`src/ptp_pkg.sv`:
```
// package: register map, reset values and port-side carriers for the timing/pushbutton bank
package ptp_pkg;

    // register indices; byte address is four times the index
    localparam logic [7:0] IDX_TIMING = 8'h16;
    localparam logic [7:0] IDX_MISC   = 8'h17;
    localparam logic [7:0] IDX_PWRBTN = 8'h19;
    localparam logic [7:0] IDX_GLOBAL = 8'h1A;
    localparam logic [7:0] IDX_IDENT  = 8'h1B;

    // reset values
    localparam logic [7:0] RST_TIMING = 8'h00;
    localparam logic [7:0] RST_MISC   = 8'hC0;
    localparam logic [7:0] RST_PWRBTN = 8'h00;
    localparam logic [7:0] RST_GLOBAL = 8'h00;

    // writable bits of the miscellaneous configuration register
    localparam logic [7:0] MISC_WMASK = 8'hCE;

    // timing register field positions
    localparam int RESTART_LSB = 6;
    localparam int START_LSB   = 4;
    localparam int FAULT_LSB   = 2;
    localparam int DISC_LSB    = 0;

    // misc configuration bit positions
    localparam int MISC_INT_EN    = 7;
    localparam int MISC_HOLDOFF   = 6;
    localparam int MISC_CLASSBLK  = 3;
    localparam int MISC_CLSGUARD  = 2;
    localparam int MISC_DETISO    = 1;

    // global pushbutton bit positions
    localparam int GLB_CLR_EVENTS = 7;
    localparam int GLB_CHIP_RST   = 4;

    // restart off time as multiples of fault time, per field code
    localparam logic [6:0] RESTART_MULT_00 = 7'd16;
    localparam logic [6:0] RESTART_MULT_01 = 7'd32;
    localparam logic [6:0] RESTART_MULT_10 = 7'd64;
    localparam logic [6:0] RESTART_MULT_11 = 7'd0;

    // nominal times and the clock rate
    localparam int CLK_KHZ      = 100_000;
    localparam int START_NOM_MS = 60;
    localparam int FAULT_NOM_MS = 60;
    localparam int DISC_NOM_MS  = 350;
    localparam int START_NOM_CYC = START_NOM_MS * CLK_KHZ;
    localparam int FAULT_NOM_CYC = FAULT_NOM_MS * CLK_KHZ;
    localparam int DISC_NOM_CYC  = DISC_NOM_MS * CLK_KHZ;

    // port operating modes
    localparam logic [1:0] MODE_SHUTDOWN = 2'b00;
    localparam logic [1:0] MODE_MANUAL   = 2'b01;
    localparam logic [1:0] MODE_SEMI     = 2'b10;
    localparam logic [1:0] MODE_AUTO     = 2'b11;

    // status from one port state machine
    typedef struct packed {
        logic [1:0] mode;        // operating mode of the port
        logic       powered;     // power switch on
        logic       powerGood;   // startup finished successfully
        logic       detClass;    // detection or classification in progress
        logic       classFail;   // classification current above limit
        logic       ocShutdown;  // pulse: shut down for extended overcurrent
    } ptp_port_stat_t;

    // commands to one port state machine
    typedef struct packed {
        logic powerUp;           // pulse: turn power on
        logic powerDown;         // pulse: turn power off
        logic abortDetect;       // pulse: end detection/classification first
        logic softReset;         // pulse: power off, clear status and events
        logic reducedLimit;      // lower overcurrent threshold by class
        logic highCurrent;       // high-power current setting allowed
        logic powerBlock;        // refuse power-on
    } ptp_port_cmd_t;

endpackage

```
`src/ptp_regs.sv`:
```
// timing scale, configuration and pushbutton register bank on AHB-Lite
//
// Design decision made here: the AHB-Lite register port.
`timescale 1ns/1ps
`default_nettype none

module ptp_regs #(
    parameter int         PORTS         = 4,
    parameter int         START_NOM_CYC = ptp_pkg::START_NOM_CYC,
    parameter int         FAULT_NOM_CYC = ptp_pkg::FAULT_NOM_CYC,
    parameter int         DISC_NOM_CYC  = ptp_pkg::DISC_NOM_CYC,
    parameter logic [4:0] PART_ID       = 5'h05,  // arbitrary value
    parameter logic [2:0] SILICON_REV   = 3'h1    // arbitrary value
) (
    input  wire logic                    mclk,
    input  wire logic                    arst_n,
    // AHB-Lite slave
    input  wire logic                    hsel,
    input  wire logic [31:0]             haddr,
    input  wire logic [1:0]              htrans,
    input  wire logic                    hwrite,
    input  wire logic [2:0]              hsize,
    input  wire logic [31:0]             hwdata,
    input  wire logic                    hready,
    output logic      [31:0]             hrdata,
    output logic                         hreadyout,
    output logic                         hresp,
    // port state machines
    input  wire ptp_pkg::ptp_port_stat_t portStat [PORTS],
    output ptp_pkg::ptp_port_cmd_t       portCmd [PORTS],
    // event block
    input  wire logic                    eventPending,
    output logic                         clearEvents,
    output logic                         chipSoftReset,
    // timers
    output logic      [31:0]             startTimeCycles,
    output logic      [31:0]             faultTimeCycles,
    output logic      [31:0]             discTimeCycles,
    output logic      [31:0]             restartTimeCycles,
    // pins
    output logic                         detectSenseIsolate,
    output logic                         intOut,
    output logic                         intOe_n
);

    // elaboration checks
    if (PORTS != 4) begin : g_bad_ports
        $error("ptp_regs serves exactly four ports");
    end
    if (FAULT_NOM_CYC < 1 || START_NOM_CYC < 1 || DISC_NOM_CYC < 4
            || FAULT_NOM_CYC > 16_000_000 || START_NOM_CYC > 1_000_000_000
            || DISC_NOM_CYC > 2_000_000_000) begin : g_bad_time
        $error("ptp_regs nominal cycle counts out of range");
    end

    // registers
    logic [7:0]  timingScale;
    logic [7:0]  miscCfg;
    logic [7:0]  pwrBtn;
    logic [7:0]  globalBtn;
    logic [31:0] holdoffCnt [PORTS];

    // bus address phase capture
    logic        wrPend;
    logic [7:0]  wrIdx;
    logic        addrPhase;
    logic        addrOk;
    logic [7:0]  addrIdx;
    logic        wrTiming;
    logic        wrMisc;
    logic        wrPwr;
    logic        wrGlobal;
    logic        softRst;

    assign addrPhase = hsel & hready & htrans[1];
    // word aligned, inside the bank's window
    assign addrOk    = (haddr[31:10] == 22'h00_0000) && (haddr[1:0] == 2'b00);
    assign addrIdx   = haddr[9:2];

    // zero wait states, always OKAY
    assign hreadyout = 1'b1;
    assign hresp     = 1'b0;

    // writes land in the data phase
    always_ff @(posedge mclk or negedge arst_n) begin
        if (!arst_n) begin
            wrPend <= 1'b0;
            wrIdx  <= 8'h00;
        end else begin
            wrPend <= addrPhase & hwrite & addrOk;
            wrIdx  <= addrIdx;
        end
    end

    assign wrTiming = wrPend && (wrIdx == ptp_pkg::IDX_TIMING);
    assign wrMisc   = wrPend && (wrIdx == ptp_pkg::IDX_MISC);
    assign wrPwr    = wrPend && (wrIdx == ptp_pkg::IDX_PWRBTN);
    assign wrGlobal = wrPend && (wrIdx == ptp_pkg::IDX_GLOBAL);

    // chip soft reset acts the cycle after its bit is latched
    assign softRst = globalBtn[ptp_pkg::GLB_CHIP_RST];

    // read data registered at the address phase; unmapped reads as zero
    always_ff @(posedge mclk or negedge arst_n) begin
        if (!arst_n) begin
            hrdata <= 32'h0000_0000;
        end else if (addrPhase && !hwrite) begin
            hrdata <= 32'h0000_0000;
            if (addrOk) begin
                unique case (addrIdx)
                    ptp_pkg::IDX_TIMING: hrdata[7:0] <= timingScale;
                    ptp_pkg::IDX_MISC:   hrdata[7:0] <= miscCfg;
                    ptp_pkg::IDX_PWRBTN: hrdata[7:0] <= pwrBtn;
                    ptp_pkg::IDX_GLOBAL: hrdata[7:0] <= globalBtn;
                    ptp_pkg::IDX_IDENT:  hrdata[7:0] <= {PART_ID, SILICON_REV};
                    default:             hrdata[7:0] <= 8'h00;
                endcase
            end
        end
    end

    // timing scale register
    always_ff @(posedge mclk or negedge arst_n) begin
        if (!arst_n) begin
            timingScale <= ptp_pkg::RST_TIMING;
        end else if (softRst) begin
            timingScale <= ptp_pkg::RST_TIMING;
        end else if (wrTiming) begin
            timingScale <= hwdata[7:0];
        end
    end

    // configuration register; reserved bits stay zero
    always_ff @(posedge mclk or negedge arst_n) begin
        if (!arst_n) begin
            miscCfg <= ptp_pkg::RST_MISC;
        end else if (softRst) begin
            miscCfg <= ptp_pkg::RST_MISC;
        end else if (wrMisc) begin
            miscCfg <= hwdata[7:0] & ptp_pkg::MISC_WMASK;
        end
    end

    // scale a nominal count by a field code: 1, 1/2, 2, 4
    function automatic logic [31:0] scaleRun(input logic [31:0] nom, input logic [1:0] code);
        unique case (code)
            2'b00: scaleRun = nom;
            2'b01: scaleRun = nom >> 1;
            2'b10: scaleRun = nom << 1;
            2'b11: scaleRun = nom << 2;
        endcase
    endfunction

    // disconnect scale: 1, 1/4, 1/2, 2
    function automatic logic [31:0] scaleDisc(input logic [31:0] nom, input logic [1:0] code);
        unique case (code)
            2'b00: scaleDisc = nom;
            2'b01: scaleDisc = nom >> 2;
            2'b10: scaleDisc = nom >> 1;
            2'b11: scaleDisc = nom << 1;
        endcase
    endfunction

    // restart multiplier per field code
    function automatic logic [6:0] restartMult(input logic [1:0] code);
        unique case (code)
            2'b00: restartMult = ptp_pkg::RESTART_MULT_00;
            2'b01: restartMult = ptp_pkg::RESTART_MULT_01;
            2'b10: restartMult = ptp_pkg::RESTART_MULT_10;
            2'b11: restartMult = ptp_pkg::RESTART_MULT_11;
        endcase
    endfunction

    logic [63:0] restartProd;

    // scaled times registered so the port timers see stable counts
    always_ff @(posedge mclk or negedge arst_n) begin
        if (!arst_n) begin
            startTimeCycles <= 32'h0000_0000;
            faultTimeCycles <= 32'h0000_0000;
            discTimeCycles  <= 32'h0000_0000;
        end else begin
            startTimeCycles <= scaleRun(32'(START_NOM_CYC),
                                        timingScale[ptp_pkg::START_LSB +: 2]);
            faultTimeCycles <= scaleRun(32'(FAULT_NOM_CYC),
                                        timingScale[ptp_pkg::FAULT_LSB +: 2]);
            discTimeCycles  <= scaleDisc(32'(DISC_NOM_CYC),
                                         timingScale[ptp_pkg::DISC_LSB +: 2]);
        end
    end

    // off time follows the scaled fault time
    assign restartProd = 64'(faultTimeCycles) *
                         64'(restartMult(timingScale[ptp_pkg::RESTART_LSB +: 2]));

    always_ff @(posedge mclk or negedge arst_n) begin
        if (!arst_n) begin
            restartTimeCycles <= 32'h0000_0000;
        end else begin
            restartTimeCycles <= restartProd[31:0];
        end
    end

    // per-port request qualification
    logic [PORTS-1:0] upOk;
    logic [PORTS-1:0] downOk;
    logic [PORTS-1:0] held;

    // power pushbuttons: set by writes, cleared when taken or ignored
    always_ff @(posedge mclk or negedge arst_n) begin
        if (!arst_n) begin
            pwrBtn <= ptp_pkg::RST_PWRBTN;
        end else if (softRst) begin
            pwrBtn <= ptp_pkg::RST_PWRBTN;
        end else begin
            // pending bits are acted on in one cycle, so a new write wins
            pwrBtn <= wrPwr ? hwdata[7:0] : 8'h00;
        end
    end

    // global pushbuttons; port resets and clear execute in one cycle
    always_ff @(posedge mclk or negedge arst_n) begin
        if (!arst_n) begin
            globalBtn <= ptp_pkg::RST_GLOBAL;
        end else if (softRst) begin
            globalBtn <= ptp_pkg::RST_GLOBAL;
        end else begin
            globalBtn <= wrGlobal ? (hwdata[7:0] & 8'h9F) : 8'h00;
        end
    end

    // single-cycle global actions
    assign clearEvents   = globalBtn[ptp_pkg::GLB_CLR_EVENTS];
    assign chipSoftReset = softRst;

    // per-port command generation and restart holdoff
    for (genvar p = 0; p < PORTS; p++) begin : g_port
        logic [1:0] mode;
        logic       autoMode;
        logic       shut;

        assign mode     = portStat[p].mode;
        assign autoMode = (mode == ptp_pkg::MODE_AUTO);
        assign shut     = (mode == ptp_pkg::MODE_SHUTDOWN);

        // holdoff counter reloads on every overcurrent shutdown except in a chip soft reset cycle, which clears it
        always_ff @(posedge mclk or negedge arst_n) begin
            if (!arst_n) begin
                holdoffCnt[p] <= 32'h0000_0000;
            end else if (softRst) begin
                holdoffCnt[p] <= 32'h0000_0000;
            end else if (portStat[p].ocShutdown) begin
                // a fresh shutdown wins over a port reset in the same cycle
                holdoffCnt[p] <= restartTimeCycles;
            end else if (globalBtn[p]) begin
                holdoffCnt[p] <= 32'h0000_0000;
            end else if (holdoffCnt[p] != 32'h0000_0000) begin
                holdoffCnt[p] <= holdoffCnt[p] - 32'h0000_0001;
            end
        end

        // holdoff only matters while enabled; disabling releases at once
        assign held[p] = miscCfg[ptp_pkg::MISC_HOLDOFF]
                         && (holdoffCnt[p] != 32'h0000_0000);

        // ignore redundant, shutdown-mode and auto-mode power-up
        assign upOk[p]   = pwrBtn[p] && !portStat[p].powered && !shut
                           && !autoMode && !held[p];
        assign downOk[p] = pwrBtn[p+4] && portStat[p].powered && !shut;

        // commands are one-cycle pulses, except the steady levels
        always_comb begin
            portCmd[p].powerUp      = upOk[p] && !downOk[p];
            portCmd[p].powerDown    = downOk[p] || globalBtn[p];
            portCmd[p].abortDetect  = upOk[p] && !downOk[p]
                                      && portStat[p].detClass;
            portCmd[p].softReset    = globalBtn[p];
            portCmd[p].reducedLimit = miscCfg[ptp_pkg::MISC_CLSGUARD];
            portCmd[p].highCurrent  = portStat[p].powerGood;
            portCmd[p].powerBlock   = held[p]
                                      || (miscCfg[ptp_pkg::MISC_CLASSBLK] && autoMode
                                          && portStat[p].classFail);
        end
    end

    // detect sense pin isolation has no other side effect
    assign detectSenseIsolate = miscCfg[ptp_pkg::MISC_DETISO];

    // open-drain interrupt pin, pulled low while driven
    logic intDrive;

    always_ff @(posedge mclk or negedge arst_n) begin
        if (!arst_n) begin
            intDrive <= 1'b0;
        end else begin
            intDrive <= eventPending && miscCfg[ptp_pkg::MISC_INT_EN]
                        && !clearEvents;
        end
    end

    assign intOut  = 1'b0;
    assign intOe_n = ~intDrive;

endmodule  // ptp_regs

`default_nettype wire

```
`config.mk`:
```
export PLATFORM = sky130hd
export DESIGN_NAME = ptp_regs
export DESIGN_NICKNAME = d
export VERILOG_FILES = /design/src/ptp_pkg.sv /design/src/ptp_regs.sv
export SDC_FILE = /design/constraint.sdc
export NUM_CORES = 1
export LEC_CHECK = 0
export ABC_AREA = 0
export BUFFER_PORTS_ARGS = -buffer_cell sky130_fd_sc_hd__buf_2
export CORE_ASPECT_RATIO = 1.75
export CORE_MARGIN = 2
export CORE_UTILIZATION = 51
export CTS_CLUSTER_DIAMETER = 40
export DETAILED_ROUTE_END_ITERATION = 10
export HOLD_SLACK_MARGIN = 0.08
export PLACE_DENSITY = 0.81
export REMOVE_ABC_BUFFERS = 1
export SETUP_SLACK_MARGIN = 0.5
export SYNTH_ARGS = -nofsm -noshare
export SYNTH_HDL_FRONTEND = slang
export SYNTH_SLANG_ARGS = --single-unit
```
`constraint.sdc`:
```
create_clock -name mclk -period 4 [get_ports mclk]
set_input_delay 0.8 -clock mclk [delete_from_list [all_inputs] [get_ports mclk]]
set_output_delay 0.8 -clock mclk [all_outputs]
set_load 0.03 [all_outputs]
```
==> results.ini <==
[timing]
rsz0062_at_grt = yes
tightest_slew_ns = 0.932
finalSetupViolCount = 1
slew-limit-headroom_pct = 37.7
hold_viol = 0
post-route-period-util_pct = 102
setup_tns_ns = -0.0846
hold_slack_ns = 0.266
fmax_mhz = 245
finalMaxSlewViolations = 0
layout_setup_ws_ns = -0.0846
finClkSkew_ns = 0.0138
fin_crit_ns = 4.08

[cells_and_area]
fin_nets = 2017
nFillCells = 2319
mostFrequentLayoutCells = dfrtp_1 (225), buf_2 (178), nand2_1 (124)
drive_above_1_share_pct = 27.1
stdcell_count = 2200
final_cell_area_sq_um = 17900
syn_to_final_growth_pct = 21.3
mostFrequentLayoutCell = dfrtp_1

[global_route]
globalRouteOverflowTotal = 0
grt_pass1_wl_microns = 68700
grt_pass1_vias = 13200
grt_antenna_before_repair = 1
grt_max_degree = 111
track_usage_pct = 28.3

[clock_network]
numCtsBuffers = 25
cts_buffer_depth = 3
clock_sinks = 229
clock-root-buffer = clkbuf_16
cts_tree = built
clk_pin_slew_ns = 0.07
clk_latency_ns = 0.55
htreeDepth = 1
cts_hold_buffers = 0

[place]
dp_cells = 2104
placed_area_sq_um = 15800
dp_hpwl_microns = 29900
gp_congestion = 0.907
portBuffers = 186

[floorplanning]
num_rows = 82
die_x_microns = 132
dieArea_sq_um = 30300
io-pin-count = 298
die_h_microns = 229
core_sq_um = 28500
start_util_pct = 51.7

[critical_path]
crit_fanout = 5
arrival_ns = 4.49
end_kind = flip-flop
worstSetupPathType = flip-flop to flip-flop
start_kind = flip-flop
r2r_slack_ns = -0.08
required_ns = 4.40

[status]
violations = setup timing
outcome = finished, violations left

[yosys]
synth_area_leaders = dfrtp_1 (39%), ha_1 (8.0%), buf_4 (5.5%)
synth_top_family_by_area = simple AND/OR/NAND/NOR gates
synth.cell_area_sq_um = 14700
yosysTopAreaCellShare_pct = 38.6
synth_ff_type = dfrtp_1
synth_edf_count = 0
synth_compound_gate_area_share_pct = 14.5
synth_xor_area_share_pct = 2.85
async_flop_share_pct = 100
ys_types = 70
synthAdderAreaFrac_pct = 10.4
yosysSeqAreaShare_pct = 38.9
synth-simple-area-share_pct = 21.8
yosysTopAreaCell = dfrtp_1
synth_cells = 1586
ys_ff_latch = 229
synth_area_per_cell_sq_um = 9.29
synth.yosys.warnings = 0
yosys-mux-area-fraction_pct = 1.99

[power_and_ir_drop]
powerDensity_nw_per_um2 = 452
ir_drop_uv = 367
leakagePower_uw = 0.00834

[detailed_routing]
post-route-drc-count = 0
wire_per_inst_microns = 20.7
dr.pass1.iters = 5
via_per_inst = 6.13
drt_iter0_drc = 1155
routed_wl_microns = 45400
vias = 13500
ant_nets = 0

[min_path]
holdCritPathClass = input port to async pin

[run]
maxCapViolCount = 0

## final timing paths
path	from	end	cells after the start
min	arst_n	holdoffCnt[65]$_DFFE_PN0P_	1
max in group asynchronous	arst_n	miscCfg[6]$_DFFE_PN1P_	2
min reg2reg	globalBtn[7]$_DFF_PN0_	intDrive$_DFF_PN0_	1
max	timingScale[6]$_DFFE_PN0P_	restartTimeCycles[31]$_DFF_PN0_	15
min in group mclk	haddr[9]	wrIdx[7]$_DFF_PN0_	1
max reg2reg	timingScale[6]$_DFFE_PN0P_	restartTimeCycles[31]$_DFF_PN0_	15
## area by class of cell
| type | count | area, sq um | share of cell area (%) |
|---|---|---|---|
| Tap cell | 378 | 473 | 2.65 |
| Sequential cell | 229 | 5740 | 32.1 |
| Inverter | 72 | 270 | 1.51 |
| Clock buffer | 30 | 654 | 3.66 |
| Multi-Input combinational cell | 1172 | 8690 | 48.6 |
| Clock inverter | 16 | 136 | 0.763 |
| Antenna cell | 1 | 2.50 | 0.0140 |
| Timing Repair Buffer | 302 | 1910 | 10.7 |
## state kept, by name, indices dropped and copies added, names as in the netlist, 6 cells and up
signal             count
holdoffCnt           128
restartTimeCycles     22
discTimeCycles        12
faultTimeCycles       11
startTimeCycles       11
hrdata                 8
pwrBtn                 8
timingScale            8
wrIdx                  8
globalBtn              6
## cells by family (layout without fill, tap and decap cells)
kind of cell / Yosys count / in the layout
AOI/OAI and AO/OA: 319 / 319
other: 2 / 76
xor gates and xnor gates: 48 / 48
and+or+nand+nor: 589 / 589
buffers and inverters: 258 / 420
adders and majority gates: 112 / 112
muxes: 29 / 29
DFF: 229 / 229
## power by group
part | switching [uW] | internal (uW)
combinational | 1500 | 1090
clock | 1040 | 1210
sequential | 538 | 2690
## per-layer routing
layer  routed length (microns)  vias to the layer above  GRT usage, %
li1                          -                     5981             -
met1                     15100                     6578          29.8
met2                     23700                      705          51.0
met3                      3220                      220          4.28
met4                      3380                        0          19.7
met5                         0                        -             0
## synthesized netlist by cell type, types with 5 or more instances
library cell / number
o21ai_0: 41
clkbuf_1: 65
nor4_1: 39
o31ai_1: 12
nand4b_1: 6
fa_1: 18
inv_1: 72
nand4_1: 15
or4b_2: 6
a32oi_1: 6
a21oi_1: 89
nor2b_1: 7
nor2_1: 95
or4_1: 40
mux2i_1: 27
a211oi_1: 7
xnor2_1: 33
and2_1: 39
nor4b_1: 6
nand2_1: 130
nand3_1: 27
nor3b_1: 13
or3_1: 48
nand3b_1: 10
a211o_1: 14
a22o_1: 5
o31a_1: 17
ha_1: 94
o211ai_1: 17
buf_1: 6
buf_2: 7
dfrtp_1: 227
nor3_1: 57
a21o_1: 9
xor2_1: 15
or2_2: 22
nand2b_1: 11
a31oi_1: 36
buf_4: 107
o21a_1: 6
a22oi_1: 19
## worst max-delay path, cell delays in order, from the launching register on
cell       delay (ns)
dfrtp_1          0.38
nor2b_1          0.14
buf_4            0.15
buf_4            0.12
nand2_1          0.07
fa_1             0.53
inv_1            0.04
ha_1             0.27
ha_1             0.29
ha_1             0.28
ha_1             0.29
a21o_1           0.17
a21oi_1          0.28
nor2_1           0.11
a2111oi_0        0.66
nand3_1          0.17
## stage by stage
stage               total power, uW  utilization [%]  setup slack (ns)
floorplan                      4630                -            -0.424
global placement               5310             55.5           -0.0809
detailed placement             5400             55.5            -0.173
CTS                            7860             61.1             0.133
global route                   8440             62.6            -0.183
finish                         8070             62.6           -0.0846
## repair_timing
action                                  in CTS  in global routing
endpoints found under the setup margin      23                 21
gates resized for setup                    102                 50
setup buffers                               24                 25
cloned                                       0                  0
pin swaps                                   35                 18
No activity file was read; power rests on OpenSTA's default activity.
